===== src/brl_consts.svh =====
// Operation
// - Host route sends blit result data to aperture reads; line drawing still writes memory with route set
// - Only low two host address bits decoded
// - Rotate source bytes onto destination alignment, packed
// - Sync enable holds ready until data exists
// - Zero-wait enable answers reads without wait states
// - Line steps pixels, depth plus one bytes per pixel
// - Direction bits: line, variant, axis, ydir, xdir
// - Destination address write starts the operation
// - Line stops at whichever of two counts runs out first
// - Error term starts at major delta unless loaded
// - Map address anchors to block starting corner
// - Four-by-one wrap repeats four bytes as colour, three bytes for three-byte pixels
// - Mix bit picks foreground or background operation
// - One mix bit expands to one byte
// - Mix LSB first rising X, MSB first falling
// - Idle aperture read with neither sync nor zero-wait latches read fault
`ifndef BRL_CONSTS_SVH
`define BRL_CONSTS_SVH
// register offsets
`define BRL_A_CTRL   8'h00
`define BRL_A_DEPTH  8'h04
`define BRL_A_DIR    8'h08
`define BRL_A_XCNT   8'h0C
`define BRL_A_YCNT   8'h10
`define BRL_A_DMAJ   8'h14
`define BRL_A_DMIN   8'h18
`define BRL_A_ERR    8'h1C
`define BRL_A_SRC    8'h20
`define BRL_A_DST    8'h24
`define BRL_A_STAT   8'h28
`define BRL_A_PAT    8'h2C
`define BRL_A_MIX    8'h30
`define BRL_A_ROP    8'h34
`define BRL_A_PITCH  8'h38
// control bits
`define BRL_CTRL_ROUTE 0
`define BRL_CTRL_SYNC  1
`define BRL_CTRL_ZWS   2
// direction bits
`define BRL_DIR_XDIR 0
`define BRL_DIR_YDIR 1
`define BRL_DIR_AXIS 2
`define BRL_DIR_ALG  4
`define BRL_DIR_LOAD_ERROR_TERM_SELECT 5
`define BRL_DIR_LINE 7
// status bits
`define BRL_STAT_RFLT 0
`define BRL_STAT_DVAL 1
`define BRL_STAT_ACT  7
// misc values
`define BRL_DEPTH3    2'h2
`define BRL_WORD_STEP 32'h4
`define BRL_BE_ALL    4'hF
`define BRL_BE_ONE    4'h1
`endif


===== src/brl_pkg.sv =====
package brl_pkg;
  typedef enum logic [2:0] {BRL_IDLE, BRL_PRE, BRL_WSRC, BRL_OUT, BRL_LINE} brl_fsm_t;

  // display memory request
  typedef struct packed {
    logic        rd;
    logic        wr;
    logic [31:0] addr;
    logic [31:0] wdata;
    logic [3:0]  be;
  } brl_mem_t;

  // aperture answer
  typedef struct packed {
    logic        ready;
    logic [31:0] rdata;
  } brl_hrsp_t;

  // software registers
  typedef struct packed {
    logic        route;
    logic        sync;
    logic        zws;
    logic [1:0]  depth;
    logic [7:0]  dir;
    logic [11:0] xcnt;
    logic [11:0] ycnt;
    logic [11:0] dmaj;
    logic [11:0] dmin;
    logic [15:0] err;
    logic [31:0] src;
    logic [31:0] dst;
    logic [31:0] pat;
    logic [31:0] mix;
    logic [7:0]  fg;
    logic [7:0]  bg;
    logic [15:0] pitch;
  } brl_regs_t;

  // whole block state
  typedef struct packed {
    brl_regs_t   r;
    brl_fsm_t    fsm;
    brl_mem_t    mem;
    brl_hrsp_t   hrsp;
    logic [31:0] rdata;
    logic        active;
    logic        rflt;
    logic        dval;
    logic [31:0] dword;
    logic [31:0] prev;
    logic        hpend;
    logic [1:0]  hlane;
    logic [11:0] cnt;
    logic [11:0] lx;
    logic [11:0] ly;
    logic [15:0] e;
    logic [31:0] addr;
    logic [31:0] daddr;
    logic [1:0]  bidx;
    logic [4:0]  mixi;
    logic [1:0]  patb;
  } brl_st_t;
endpackage


===== src/brl_rop_lane.sv =====
`timescale 1ns/100ps
`default_nettype none
module brl_rop_lane (
  // operands
  input  wire logic [7:0] src,
  input  wire logic [7:0] pat,
  input  wire logic       mix,
  // operation codes
  input  wire logic [7:0] fg_rop,
  input  wire logic [7:0] bg_rop,
  // result
  output logic      [7:0] res
);
  logic [7:0] rop;

  // per bit table lookup, destination is not fetched here and reads as zero
  always_comb
  begin
    rop = mix ? fg_rop : bg_rop;
    for (int i = 0; i < 8; i++)
    begin
      res[i] = rop[{pat[i], src[i], 1'b0}];
    end
  end
endmodule
`default_nettype wire


===== src/brl_top.sv =====
`timescale 1ns/100ps
`default_nettype none
`include "brl_consts.svh"
module brl_top (
  // clock and reset
  input  wire logic              clk,
  input  wire logic              rst_n,
  // register port
  input  wire logic [7:0]        reg_addr,
  input  wire logic [31:0]       reg_wdata,
  input  wire logic              reg_wr,
  input  wire logic              reg_rd,
  output logic      [31:0]       reg_rdata,
  // host aperture
  input  wire logic              host_rd,
  input  wire logic [1:0]        host_addr,
  output var brl_pkg::brl_hrsp_t host_rsp,
  // display memory
  output var brl_pkg::brl_mem_t  mem_req,
  input  wire logic [31:0]       mem_rdata,
  input  wire logic              mem_rvalid
);
  brl_pkg::brl_st_t    s_ff;
  brl_pkg::brl_st_t    nxt_s;
  logic                rs1_ff;
  logic                rs2_ff;
  logic                three;
  logic                line;
  logic [1:0]          rsh;
  logic [63:0]         cat;
  logic [1:0]          pidx;
  logic [4:0]          mi;
  logic [3:0][7:0]     l_src;
  logic [3:0][7:0]     l_pat;
  logic [3:0][7:0]     l_out;
  logic [3:0]          l_mix;
  logic                serve;
  logic [31:0]         rv;
  logic [31:0]         boff;
  logic [31:0]         baddr;
  logic [15:0]         e2;
  logic                minor;
  logic                xmv;
  logic                ymv;
  logic [11:0]         bpp;
  logic [31:0]         xo;
  logic [31:0]         yo;

  // wrapped byte index, modulo three for three byte pixels
  function automatic logic [1:0] brl_wrap(input logic [1:0] b, input logic [2:0] k, input logic thr);
    logic [2:0] t;
    t = {1'b0, b} + k;
    if (thr && t >= 3'h3)
      t = t - 3'h3;
    if (thr && t >= 3'h3)
      t = t - 3'h3;
    return t[1:0];
  endfunction

  // reset release through two flops
  always_ff @(posedge clk or negedge rst_n)
  begin
    if (!rst_n)
    begin
      rs1_ff <= 1'b0;
      rs2_ff <= 1'b0;
    end
    else
    begin
      rs1_ff <= 1'b1;
      rs2_ff <= rs1_ff;
    end
  end

  // lane operand feed for the four byte lanes
  always_comb
  begin
    three = (s_ff.r.depth == `BRL_DEPTH3);
    line  = (s_ff.fsm == brl_pkg::BRL_LINE);
    rsh   = s_ff.r.src[1:0] - s_ff.r.dst[1:0];
    cat   = {mem_rdata, s_ff.prev} >> {rsh, 3'b000};
    pidx  = 2'h0;
    mi    = 5'h0;
    for (int k = 0; k < 4; k++)
    begin
      pidx     = brl_wrap(s_ff.patb, 3'(k), three);
      l_pat[k] = s_ff.r.pat[{pidx, 3'b000} +: 8];
      l_src[k] = line ? l_pat[k] : cat[8 * k +: 8];
      mi       = s_ff.mixi + 5'(k);
      if (line)
        l_mix[k] = 1'b1;
      else if (s_ff.r.dir[`BRL_DIR_XDIR])
        l_mix[k] = s_ff.r.mix[~mi];
      else
        l_mix[k] = s_ff.r.mix[mi];
    end
  end

  // one raster operation per byte lane
  generate
    for (genvar g = 0; g < 4; g++)
    begin : g_lane
      brl_rop_lane u_lane (
        .src    (l_src[g]),
        .pat    (l_pat[g]),
        .mix    (l_mix[g]),
        .fg_rop (s_ff.r.fg),
        .bg_rop (s_ff.r.bg),
        .res    (l_out[g])
      );
    end
  endgenerate

  // next state of the whole block
  always_comb
  begin
    nxt_s          = s_ff;
    nxt_s.mem.rd   = 1'b0;
    nxt_s.mem.wr   = 1'b0;
    nxt_s.hrsp.ready = 1'b0;
    nxt_s.rdata    = 32'h0;
    serve = 1'b0;
    rv    = 32'h0;
    boff  = 32'h0;
    baddr = 32'h0;
    e2    = 16'h0;
    minor = 1'b0;
    xmv   = 1'b0;
    ymv   = 1'b0;
    bpp   = 12'({10'h0, s_ff.r.depth}) + 12'h1;
    xo    = 32'h0;
    yo    = 32'h0;

    // register read, data valid in the following cycle only
    if (reg_rd)
    begin
      unique case (reg_addr)
        `BRL_A_CTRL:
        begin
          rv[`BRL_CTRL_ROUTE] = s_ff.r.route;
          rv[`BRL_CTRL_SYNC]  = s_ff.r.sync;
          rv[`BRL_CTRL_ZWS]   = s_ff.r.zws;
        end
        `BRL_A_DEPTH: rv = {30'h0, s_ff.r.depth};
        `BRL_A_DIR:   rv = {24'h0, s_ff.r.dir};
        `BRL_A_XCNT:  rv = {20'h0, s_ff.r.xcnt};
        `BRL_A_YCNT:  rv = {20'h0, s_ff.r.ycnt};
        `BRL_A_DMAJ:  rv = {20'h0, s_ff.r.dmaj};
        `BRL_A_DMIN:  rv = {20'h0, s_ff.r.dmin};
        `BRL_A_ERR:   rv = {16'h0, s_ff.r.err};
        `BRL_A_SRC:   rv = s_ff.r.src;
        `BRL_A_DST:   rv = s_ff.r.dst;
        `BRL_A_STAT:
        begin
          rv[`BRL_STAT_RFLT] = s_ff.rflt;
          rv[`BRL_STAT_DVAL] = s_ff.dval;
          rv[`BRL_STAT_ACT]  = s_ff.active;
        end
        `BRL_A_PAT:   rv = s_ff.r.pat;
        `BRL_A_MIX:   rv = s_ff.r.mix;
        `BRL_A_ROP:   rv = {16'h0, s_ff.r.bg, s_ff.r.fg};
        `BRL_A_PITCH: rv = {16'h0, s_ff.r.pitch};
        default:      rv = 32'h0;
      endcase
      nxt_s.rdata = rv;
    end

    // register write
    if (reg_wr)
    begin
      unique case (reg_addr)
        `BRL_A_CTRL:
        begin
          nxt_s.r.route = reg_wdata[`BRL_CTRL_ROUTE];
          nxt_s.r.sync  = reg_wdata[`BRL_CTRL_SYNC];
          nxt_s.r.zws   = reg_wdata[`BRL_CTRL_ZWS];
        end
        `BRL_A_DEPTH: nxt_s.r.depth = reg_wdata[1:0];
        `BRL_A_DIR:   nxt_s.r.dir   = reg_wdata[7:0];
        `BRL_A_XCNT:  nxt_s.r.xcnt  = reg_wdata[11:0];
        `BRL_A_YCNT:  nxt_s.r.ycnt  = reg_wdata[11:0];
        `BRL_A_DMAJ:  nxt_s.r.dmaj  = reg_wdata[11:0];
        `BRL_A_DMIN:  nxt_s.r.dmin  = reg_wdata[11:0];
        `BRL_A_ERR:   nxt_s.r.err   = reg_wdata[15:0];
        `BRL_A_SRC:   nxt_s.r.src   = reg_wdata;
        `BRL_A_DST:   nxt_s.r.dst   = reg_wdata;
        `BRL_A_STAT:
        begin
          if (reg_wdata[`BRL_STAT_RFLT])
            nxt_s.rflt = 1'b0;
        end
        `BRL_A_PAT:   nxt_s.r.pat   = reg_wdata;
        `BRL_A_MIX:   nxt_s.r.mix   = reg_wdata;
        `BRL_A_ROP:
        begin
          nxt_s.r.fg = reg_wdata[7:0];
          nxt_s.r.bg = reg_wdata[15:8];
        end
        `BRL_A_PITCH: nxt_s.r.pitch = reg_wdata[15:0];
        default:      nxt_s.rdata   = nxt_s.rdata;
      endcase
    end

    // aperture read service, one read outstanding; zero wait serves a new read in its own cycle, skipping the sync wait and the read fault
    if (s_ff.hpend || host_rd)
    begin
      if (s_ff.r.zws)
        serve = 1'b1;
      else if (s_ff.r.sync)
        serve = s_ff.dval;
      else
      begin
        serve = 1'b1;
        if (!s_ff.active)
          nxt_s.rflt = 1'b1;
      end
    end
    if (host_rd)
      nxt_s.hlane = host_addr;
    if (serve)
    begin
      nxt_s.hrsp.ready = 1'b1;
      nxt_s.hrsp.rdata = s_ff.dword >> {nxt_s.hlane, 3'b000};
      nxt_s.dval  = 1'b0;
      nxt_s.hpend = 1'b0;
    end
    else if (host_rd)
      nxt_s.hpend = 1'b1;

    // operation sequencer
    unique case (s_ff.fsm)
      brl_pkg::BRL_IDLE:
      begin
        if (reg_wr && reg_addr == `BRL_A_DST)
        begin
          nxt_s.active = 1'b1;
          nxt_s.patb   = 2'h0; // map byte zero sits at the starting corner
          nxt_s.mixi   = 5'h0;
          if (s_ff.r.dir[`BRL_DIR_LINE])
          begin
            nxt_s.fsm  = brl_pkg::BRL_LINE;
            nxt_s.lx   = s_ff.r.xcnt;
            nxt_s.ly   = s_ff.r.ycnt;
            nxt_s.e    = s_ff.r.dir[`BRL_DIR_LOAD_ERROR_TERM_SELECT] ? s_ff.r.err : {4'h0, s_ff.r.dmaj};
            nxt_s.addr = reg_wdata;
            nxt_s.bidx = 2'h0;
          end
          else
          begin
            nxt_s.fsm      = brl_pkg::BRL_PRE;
            nxt_s.cnt      = s_ff.r.xcnt;
            nxt_s.addr     = {s_ff.r.src[31:2], 2'b00};
            nxt_s.daddr    = {reg_wdata[31:2], 2'b00};
            nxt_s.mem.rd   = 1'b1;
            nxt_s.mem.addr = {s_ff.r.src[31:2], 2'b00};
          end
        end
      end
      brl_pkg::BRL_PRE:
      begin
        // first source word primes the rotator
        if (mem_rvalid)
        begin
          nxt_s.prev     = mem_rdata;
          nxt_s.addr     = s_ff.addr + `BRL_WORD_STEP;
          nxt_s.mem.rd   = 1'b1;
          nxt_s.mem.addr = s_ff.addr + `BRL_WORD_STEP;
          nxt_s.fsm      = brl_pkg::BRL_WSRC;
        end
      end
      brl_pkg::BRL_WSRC:
      begin
        // rotate, combine and pack one doubleword
        if (mem_rvalid)
        begin
          nxt_s.dword = l_out;
          nxt_s.dval  = 1'b1;
          nxt_s.prev  = mem_rdata;
          nxt_s.mixi  = s_ff.mixi + 5'h4;
          nxt_s.patb  = brl_wrap(s_ff.patb, 3'h4, three);
          nxt_s.fsm   = brl_pkg::BRL_OUT;
        end
      end
      brl_pkg::BRL_OUT:
      begin
        if (!s_ff.r.route && s_ff.dval)
        begin
          nxt_s.mem.wr    = 1'b1;
          nxt_s.mem.addr  = s_ff.daddr;
          nxt_s.mem.wdata = s_ff.dword;
          nxt_s.mem.be    = `BRL_BE_ALL;
          nxt_s.daddr     = s_ff.daddr + `BRL_WORD_STEP;
          nxt_s.dval      = 1'b0;
        end
        else if (!s_ff.dval)
        begin
          if (s_ff.cnt == 12'h0)
          begin
            nxt_s.fsm    = brl_pkg::BRL_IDLE;
            nxt_s.active = 1'b0;
          end
          else
          begin
            nxt_s.cnt      = s_ff.cnt - 12'h1;
            nxt_s.addr     = s_ff.addr + `BRL_WORD_STEP;
            nxt_s.mem.rd   = 1'b1;
            nxt_s.mem.addr = s_ff.addr + `BRL_WORD_STEP;
            nxt_s.fsm      = brl_pkg::BRL_WSRC;
          end
        end
      end
      brl_pkg::BRL_LINE:
      begin
        // one byte of the current pixel per cycle
        boff  = {30'h0, s_ff.bidx};
        baddr = s_ff.r.dir[`BRL_DIR_XDIR] ? s_ff.addr - boff : s_ff.addr + boff;
        nxt_s.mem.wr    = 1'b1;
        nxt_s.mem.addr  = baddr;
        nxt_s.mem.be    = `BRL_BE_ONE << baddr[1:0];
        nxt_s.mem.wdata = {4{l_out[0]}};
        nxt_s.patb      = brl_wrap(s_ff.patb, 3'h1, three);
        if (s_ff.bidx != s_ff.r.depth)
          nxt_s.bidx = s_ff.bidx + 2'h1;
        else
        begin
          nxt_s.bidx = 2'h0;
          e2 = s_ff.e + {3'h0, s_ff.r.dmin, 1'b0};
          if (s_ff.r.dir[`BRL_DIR_ALG])
            minor = !e2[15] && (e2 != 16'h0);
          else
            minor = !e2[15];
          if (minor)
            e2 = e2 - {3'h0, s_ff.r.dmaj, 1'b0};
          nxt_s.e = e2;
          xmv = !s_ff.r.dir[`BRL_DIR_AXIS] || minor;
          ymv = s_ff.r.dir[`BRL_DIR_AXIS] || minor;
          if ((xmv && s_ff.lx < bpp) || (ymv && s_ff.ly == 12'h0))
          begin
            nxt_s.fsm    = brl_pkg::BRL_IDLE;
            nxt_s.active = 1'b0;
          end
          else
          begin
            if (xmv)
            begin
              nxt_s.lx = s_ff.lx - bpp;
              xo = s_ff.r.dir[`BRL_DIR_XDIR] ? -{20'h0, bpp} : {20'h0, bpp};
            end
            if (ymv)
            begin
              nxt_s.ly = s_ff.ly - 12'h1;
              yo = s_ff.r.dir[`BRL_DIR_YDIR] ? -{16'h0, s_ff.r.pitch} : {16'h0, s_ff.r.pitch};
            end
            nxt_s.addr = s_ff.addr + xo + yo;
          end
        end
      end
    endcase
  end

  // state register
  always_ff @(posedge clk or negedge rs2_ff)
  begin
    if (!rs2_ff)
      s_ff <= '0;
    else
      s_ff <= nxt_s;
  end

  // outputs straight from the state register
  assign reg_rdata = s_ff.rdata;
  assign host_rsp  = s_ff.hrsp;
  assign mem_req   = s_ff.mem;
endmodule
`default_nettype wire


===== config.mk =====
export PLATFORM = sky130hd
export DESIGN_NAME = brl_top
export DESIGN_NICKNAME = d
export VERILOG_FILES = /design/src/brl_pkg.sv /design/src/brl_rop_lane.sv /design/src/brl_top.sv
export VERILOG_INCLUDE_DIRS = /design/src
export SDC_FILE = /design/constraint.sdc
export NUM_CORES = 2
export LEC_CHECK = 0
export ABC_AREA = 1
export CAP_MARGIN = 20
export CORE_MARGIN = 2
export CORE_UTILIZATION = 60
export CTS_CLUSTER_DIAMETER = 150
export DETAILED_ROUTE_END_ITERATION = 8
export DONT_BUFFER_PORTS = 1
export HOLD_SLACK_MARGIN = 0.03
export PLACE_DENSITY_LB_ADDON = 0.08
export RECOVER_POWER = 25
export SLEW_MARGIN = 20
export SYNTH_ARGS = -nofsm -noshare
export SYNTH_HDL_FRONTEND = slang
export SYNTH_SLANG_ARGS = --single-unit

===== constraint.sdc =====
create_clock -name clk -period 34.9 [get_ports clk]
set_input_delay 5.235 -clock clk [delete_from_list [all_inputs] [get_ports clk]]
set_output_delay 5.235 -clock clk [all_outputs]
set_load 0.02 [all_outputs]

== Word level (Yosys, flattened, before mapping) ==
Cells that the tools add are included.

* Bits in latches: 0
* Output and inout bits: 135
* Input port bits: 80
* Memories: 0
* Logic and storage cells: 453
* RAM bits: 0
* Register bits: 572
* ROM bits: 0

* Magnitude comparators: 52
* Mux-type cells: 208
* Shift-type cells: 7
* Multipliers: 0
* Add/sub/neg operators: 35
* Bitwise operators: 4
* Equal/unequal tests: 37
* Reductions and logical operators: 66
* Div/mod/pow operators: 0

{| class="wikitable"
|+ Operator list
! kind !! count
|-
| 2-to-1 mux 32 bit || 24
|-
| case mux 24 bit (11 select lines) || 1
|-
| case mux 32 bit (4 select lines) || 2
|-
| less-than comparator 3 x 4 -> 1 bit (second input constant) || 32
|-
| case mux 32 bit (2 select lines) || 2
|-
| variable part select 32 x 6 -> 8 bit || 4
|-
| 2-to-1 mux 125 bit || 1
|-
| case mux 40 bit (2 select lines) || 1
|-
| 2-to-1 mux 1 bit || 74
|-
| 2-to-1 mux 12 bit || 6
|-
| 2-to-1 mux 72 bit || 1
|-
| case mux 36 bit (2 select lines) || 1
|-
| 2-to-1 mux 65 bit || 1
|-
| adder 32 x 3 -> 32 bit (second input constant) || 2
|-
| adder 32 bit || 2
|-
| binary-select mux 1 bit (select 2 bit) || 32
|-
| >> shifter 64 x 5 -> 32 bit || 1
|-
| equality test 8 x 6 -> 1 bit (second input constant) || 7
|-
| less-than comparator 5 x 6 -> 1 bit (second input constant) || 8
|-
| case mux 4 bit (12 select lines) || 1
|-
| binary-select mux 1 bit (select 5 bit) || 8
|-
| 2-to-1 mux 40 bit || 1
|-
| 2-to-1 mux 3 bit || 12
|-
| 2-to-1 mux 36 bit || 1
|-
| 68 further kinds || 184
|}

== Longest topological paths before layout ==
* Word-level depth: 17
* Depth in mapped cells: 40
* Depth with buffers taken out: 38

== By module ==
From an unflattened synthesis, not the netlist that was laid out.

* Cell total of the unflattened synthesis: 5,420
* Area, all modules: 38,777.2 µm²

{| class="wikitable"
|+ Modules (own cells, without submodules)
! module !! sequential area each (µm²) !! cells an instance !! times used !! area an instance (µm²)
|-
| brl_top || 14,213.6 || 5,128 || 1 || 37,320.8
|-
| brl_rop_lane || 0.0 || 73 || 4 || 364.1
|}

== Worst setup path before layout ==
No wires, ideal clock.

* Kind: in2reg
* Start point: in reg_addr[1]
* End point: reg s_ff[54] (netlist name)
* Slack: 27.730 ns
* Data required time: 34.775 ns
* Setup time: 0.125 ns
* Stages on the path: 15
* Path buffers: 1
* Arrival time: 7.044 ns
* Cell sequence: nor2_1 -> inv_1 -> nor3_1 -> inv_2 -> nor2_4 -> inv_2 -> nor2_2 -> inv_2 -> nand2_1 -> nand2_1 -> nor3_2 -> nand4_4 -> inv_6 -> buf_6 -> o21ai_1

* Cells in the longest elaborated chain, start to end: 4

{| class="wikitable"
|+ RTL lines
! what !! line !! RTL
|-
| start: declaration || brl_top.sv:9 || <nowiki>input wire logic [7:0] reg_addr,</nowiki>
|-
| equality test 8 x 6 -> 1 bit || -- ||
|-
| logical AND 1 bit (no line) || -- ||
|-
| inequality test 2 bit (no line) || -- ||
|-
| AND reduction 8 bit (no line) || -- ||
|-
| end signal: assignment || brl_top.sv:367 || <nowiki>s_ff <= nxt_s;</nowiki>
|-
| end: declaration || brl_top.sv:23 || <nowiki>brl_pkg::brl_st_t s_ff;</nowiki>
|}

Every way passes these cells.
A chain may end at the register's enable or synchronous reset.

== Worst setup path after layout ==
* Start point: in reg_addr[1]
* End point: reg s_ff[76] (netlist name)

* Cells in the longest elaborated chain, start to end: 4

{| class="wikitable"
|+ RTL lines
! what
|-
| equality test 8 x 6 -> 1 bit
|-
| logical AND 1 bit (no line)
|-
| inequality test 2 bit (no line)
|-
| AND reduction 4 bit (no line)
|}

Every way passes these cells.

==> qor.yml <==
wl_per_cell_um: 22.9
setup-tns-final_ns: 0
cts_sinks: 568
dp_slack_ns: 25.57
hold_viol: 0
htree_levels: 3
crit_arrival_ns: 9.40
tritoncts: "yes"
path_cells: "nor2_1 > inv_1 > nor3_1 > inv_2 > nor2_4 > inv_2 > nor2_2 > inv_2 > nand2_1 > nand2_1 > nor2_4 > clkinv_1 > a21oi_1 > o21ai_0 > nand2_1"
synth_ff_type: "dfrtp_1"
overflow: 0
yosysUniqueCellTypes: 77
io_pins: 215
avgSynthCellArea_um2: 7.30
gp_congestion: 0.994
antenna_found_initial: 2
fin_nets: 5256
r2r_setup_slack_ns: 27.18
synth_nets: 5525
async_reset_ff_frac: 1.00
relSlewSlack: -1.67
syn_to_final_growth_pct: 4.05
p_switching_uw: 1380
cts_max_path_buffers: 3
p_per_area_mw_per_mm2: 74.4
violations: "max-capacitance violations, max-slew violations"
dieArea_mm2: 0.0665
max-vdd-ir-drop_mv: 0.0456
drtIter0Drc: 4925
grt_setup_unrepaired: "no"
grt.total_usage: 0.402
critPathBufInv: 5
post_cts_buffers: 0
port_buffers: 0
grt_pass1_vias: 33400
cp_max_fo: 66
ys_ff_latch: 568
cp.required_ns: 35.45
holdCritPathClass: "flip-flop to flip-flop"
core_area_mm2: 0.0641
synth_cells: 5300
hold_slack_ns: 0.348
slowest_delay_ns: 0.79
drv_slew: 433
power.share.switching: 0.461
worst_pin_slew_ns: 4.00
initial_core_util: 0.603
fmax_mhz: 113
drc_errors: 0
min_period_ns: 8.85
routed_wl_um: 136000
grt_first_pass_wirelength_um: 204000
critPathLaunchType: "input pin"
vias: 36700
via_per_inst: 6.18
pwr-share-seq: 0.353
setup_viol: 0
pwr-share-comb: 0.411
diodes: 0
die_w_um: 258
root_buffer: "clkbuf_16"
ant_nets: 0
fin_crit_sh: 0.253
clock_skew_ns: 0.0206
rows: 93
internal_power_uw: 1610
synth_area_mm2: 0.0387
placed_cell_area_mm2: 0.0381
ctsResizeCount: 0
final.setup.worst_slack_ns: 26.05
crit_slowest_cell: "nor2_4"
status: "finished, violations left"
cap_violations: 7
path_delay_family: "simple AND/OR/NAND/NOR gates"
fin_area_mm2: 0.0402
grt_max_degree: 102
ys_warn_count: 0
detail_route.first_pass.iterations: 6
holdBufCountCts: 0
layout-drive-gt1-share: 0.0559
p_leak_uw: 0.0189
crit_type: "input pin to flip-flop"
ys_seq_area_frac: 0.368
clockPowerShare: 0.237
endpoint_kind: "flip-flop"
hpwlAfterDp_um: 101000
die_y_um: 258
worstSkewPairLatency_ns: 0.62
synth_edf_count: 0
clk_transition_reported_paths_ns: 0.06
cts_buffers: 66
==> sequential cells by signal (all words and copies together) (netlist names) <==
register	count
mem_req	70
rs1_ff	1
reg_rdata	32
s_ff	431
host_rsp	33
rs2_ff	1
==> path summary, 6_finish.rpt <==
check,from,depth (start not counted),endpoint
setup / recovery,reg_addr[1],15,s_ff[76]
hold / removal,rs1_ff,0,rs2_ff
setup reg to reg,rs2_ff,2,mem_req[20]
hold reg to reg,rs1_ff,0,rs2_ff
max in group asynchronous,rs2_ff,2,mem_req[20]
min in group asynchronous,rs2_ff,0,s_ff[93]
==> cells in the mapped netlist, types with 27 or more instances <==
| cell type | number | share of area |
|---|---|---|
| nand2_1 | 1255 | 0.12 |
| o21ai_0 | 703 | 0.091 |
| dfrtp_1 | 568 | 0.37 |
| inv_1 | 555 | 0.054 |
| nor2_1 | 326 | 0.032 |
| a21oi_1 | 285 | 0.037 |
| nand3_1 | 193 | 0.025 |
| clkbuf_1 | 189 | 0.018 |
| buf_4 | 144 | 0.028 |
| o211ai_1 | 141 | 0.027 |
| ha_1 | 137 | 0.044 |
| xor2_1 | 88 | 0.020 |
| a31oi_1 | 63 | 0.010 |
| o21ai_1 | 59 | 0.0076 |
| o22ai_1 | 59 | 0.0095 |
| a221oi_1 | 45 | 0.010 |
| nor3_1 | 40 | 0.0052 |
| o21bai_1 | 33 | 0.0064 |
| buf_2 | 30 | 0.0039 |
| o21ai_2 | 28 | 0.0063 |
| nand4_1 | 27 | 0.0044 |
==> metrics by stage <==
stage,util,total power [µW],std cells
2_1_floorplan,-,1960,5300
3_3_place_gp,0.593,2230,5816
3_5_place_dp,0.593,2250,5816
4_1_cts,0.627,2960,5932
5_1_grt,0.628,3180,5934
6_report,0.628,2990,5934
==> power by group through the flow <==
stage / sequential, µW / clock [µW] / combinational [µW]
after detailed placement: 1060 / 0 / 1190
after global routing: 1070 / 740 / 1370
after CTS: 1050 / 711 / 1200
after floorplan: 922 / 0 / 1040
final: 1060 / 709 / 1230
after global placement: 1060 / 0 / 1170
==> cells in the final DEF (no fill, tap or decap), types with 9 or more instances in the layout <==
cell,synthesis,routed
a2bb2oi_1,11,11
o21a_1,17,17
nor3_1,40,40
o21ai_0,703,703
o2111ai_1,14,14
o21bai_1,33,33
nand4_1,27,27
or2_2,21,21
xor2_1,88,88
inv_2,20,21
nor4_1,25,25
o22ai_1,59,59
a31oi_1,63,63
buf_4,144,34
a211oi_1,9,9
nor2_1,326,322
o21ai_1,59,58
nand2_1,1255,1251
ha_1,137,136
a21o_1,12,12
xnor2_1,10,10
o211ai_1,141,141
a22oi_1,15,15
a21oi_1,285,285
a221oi_1,45,45
o221ai_1,17,17
dfrtp_1,568,568
inv_1,555,553
clkbuf_8,0,18
mux2_2,16,16
o21ai_2,28,29
nand2_2,11,13
nand3_1,193,193
clkbuf_16,0,67
clkbuf_1,189,20
==> logic make-up after synthesis <==
family | share of synthesized area
simple gates | 0.207
other cells | 0.0000970
fa+ha+maj | 0.0485
flops | 0.368
buf+inv | 0.110
xor+xnor | 0.0222
mux | 0.00569
compound gates | 0.239
==> routing by layer <==
layer | track usage | wire, µm | vias up
met3 | 0.0858 | 14100 | 326
met2 | 0.616 | 60100 | 1861
li1 | - | - | 17200
met1 | 0.541 | 54300 | 17300
met4 | 0.197 | 7390 | 2
met5 | 0 | 13 | -
==> final cells by class <==
| type | count | area, µm² |
|---|---|---|
| Clock inverter | 17 | 191 |
| Clock buffer | 99 | 1980 |
| Sequential cell | 568 | 14200 |
| Inverter | 584 | 2200 |
| Multi-Input combinational cell | 3769 | 20300 |
| Tap cell | 855 | 1070 |
| Timing Repair Buffer | 42 | 317 |
| Fill cell | 5899 | 23900 |
Note: power is estimated with default switching activity, not from simulation.
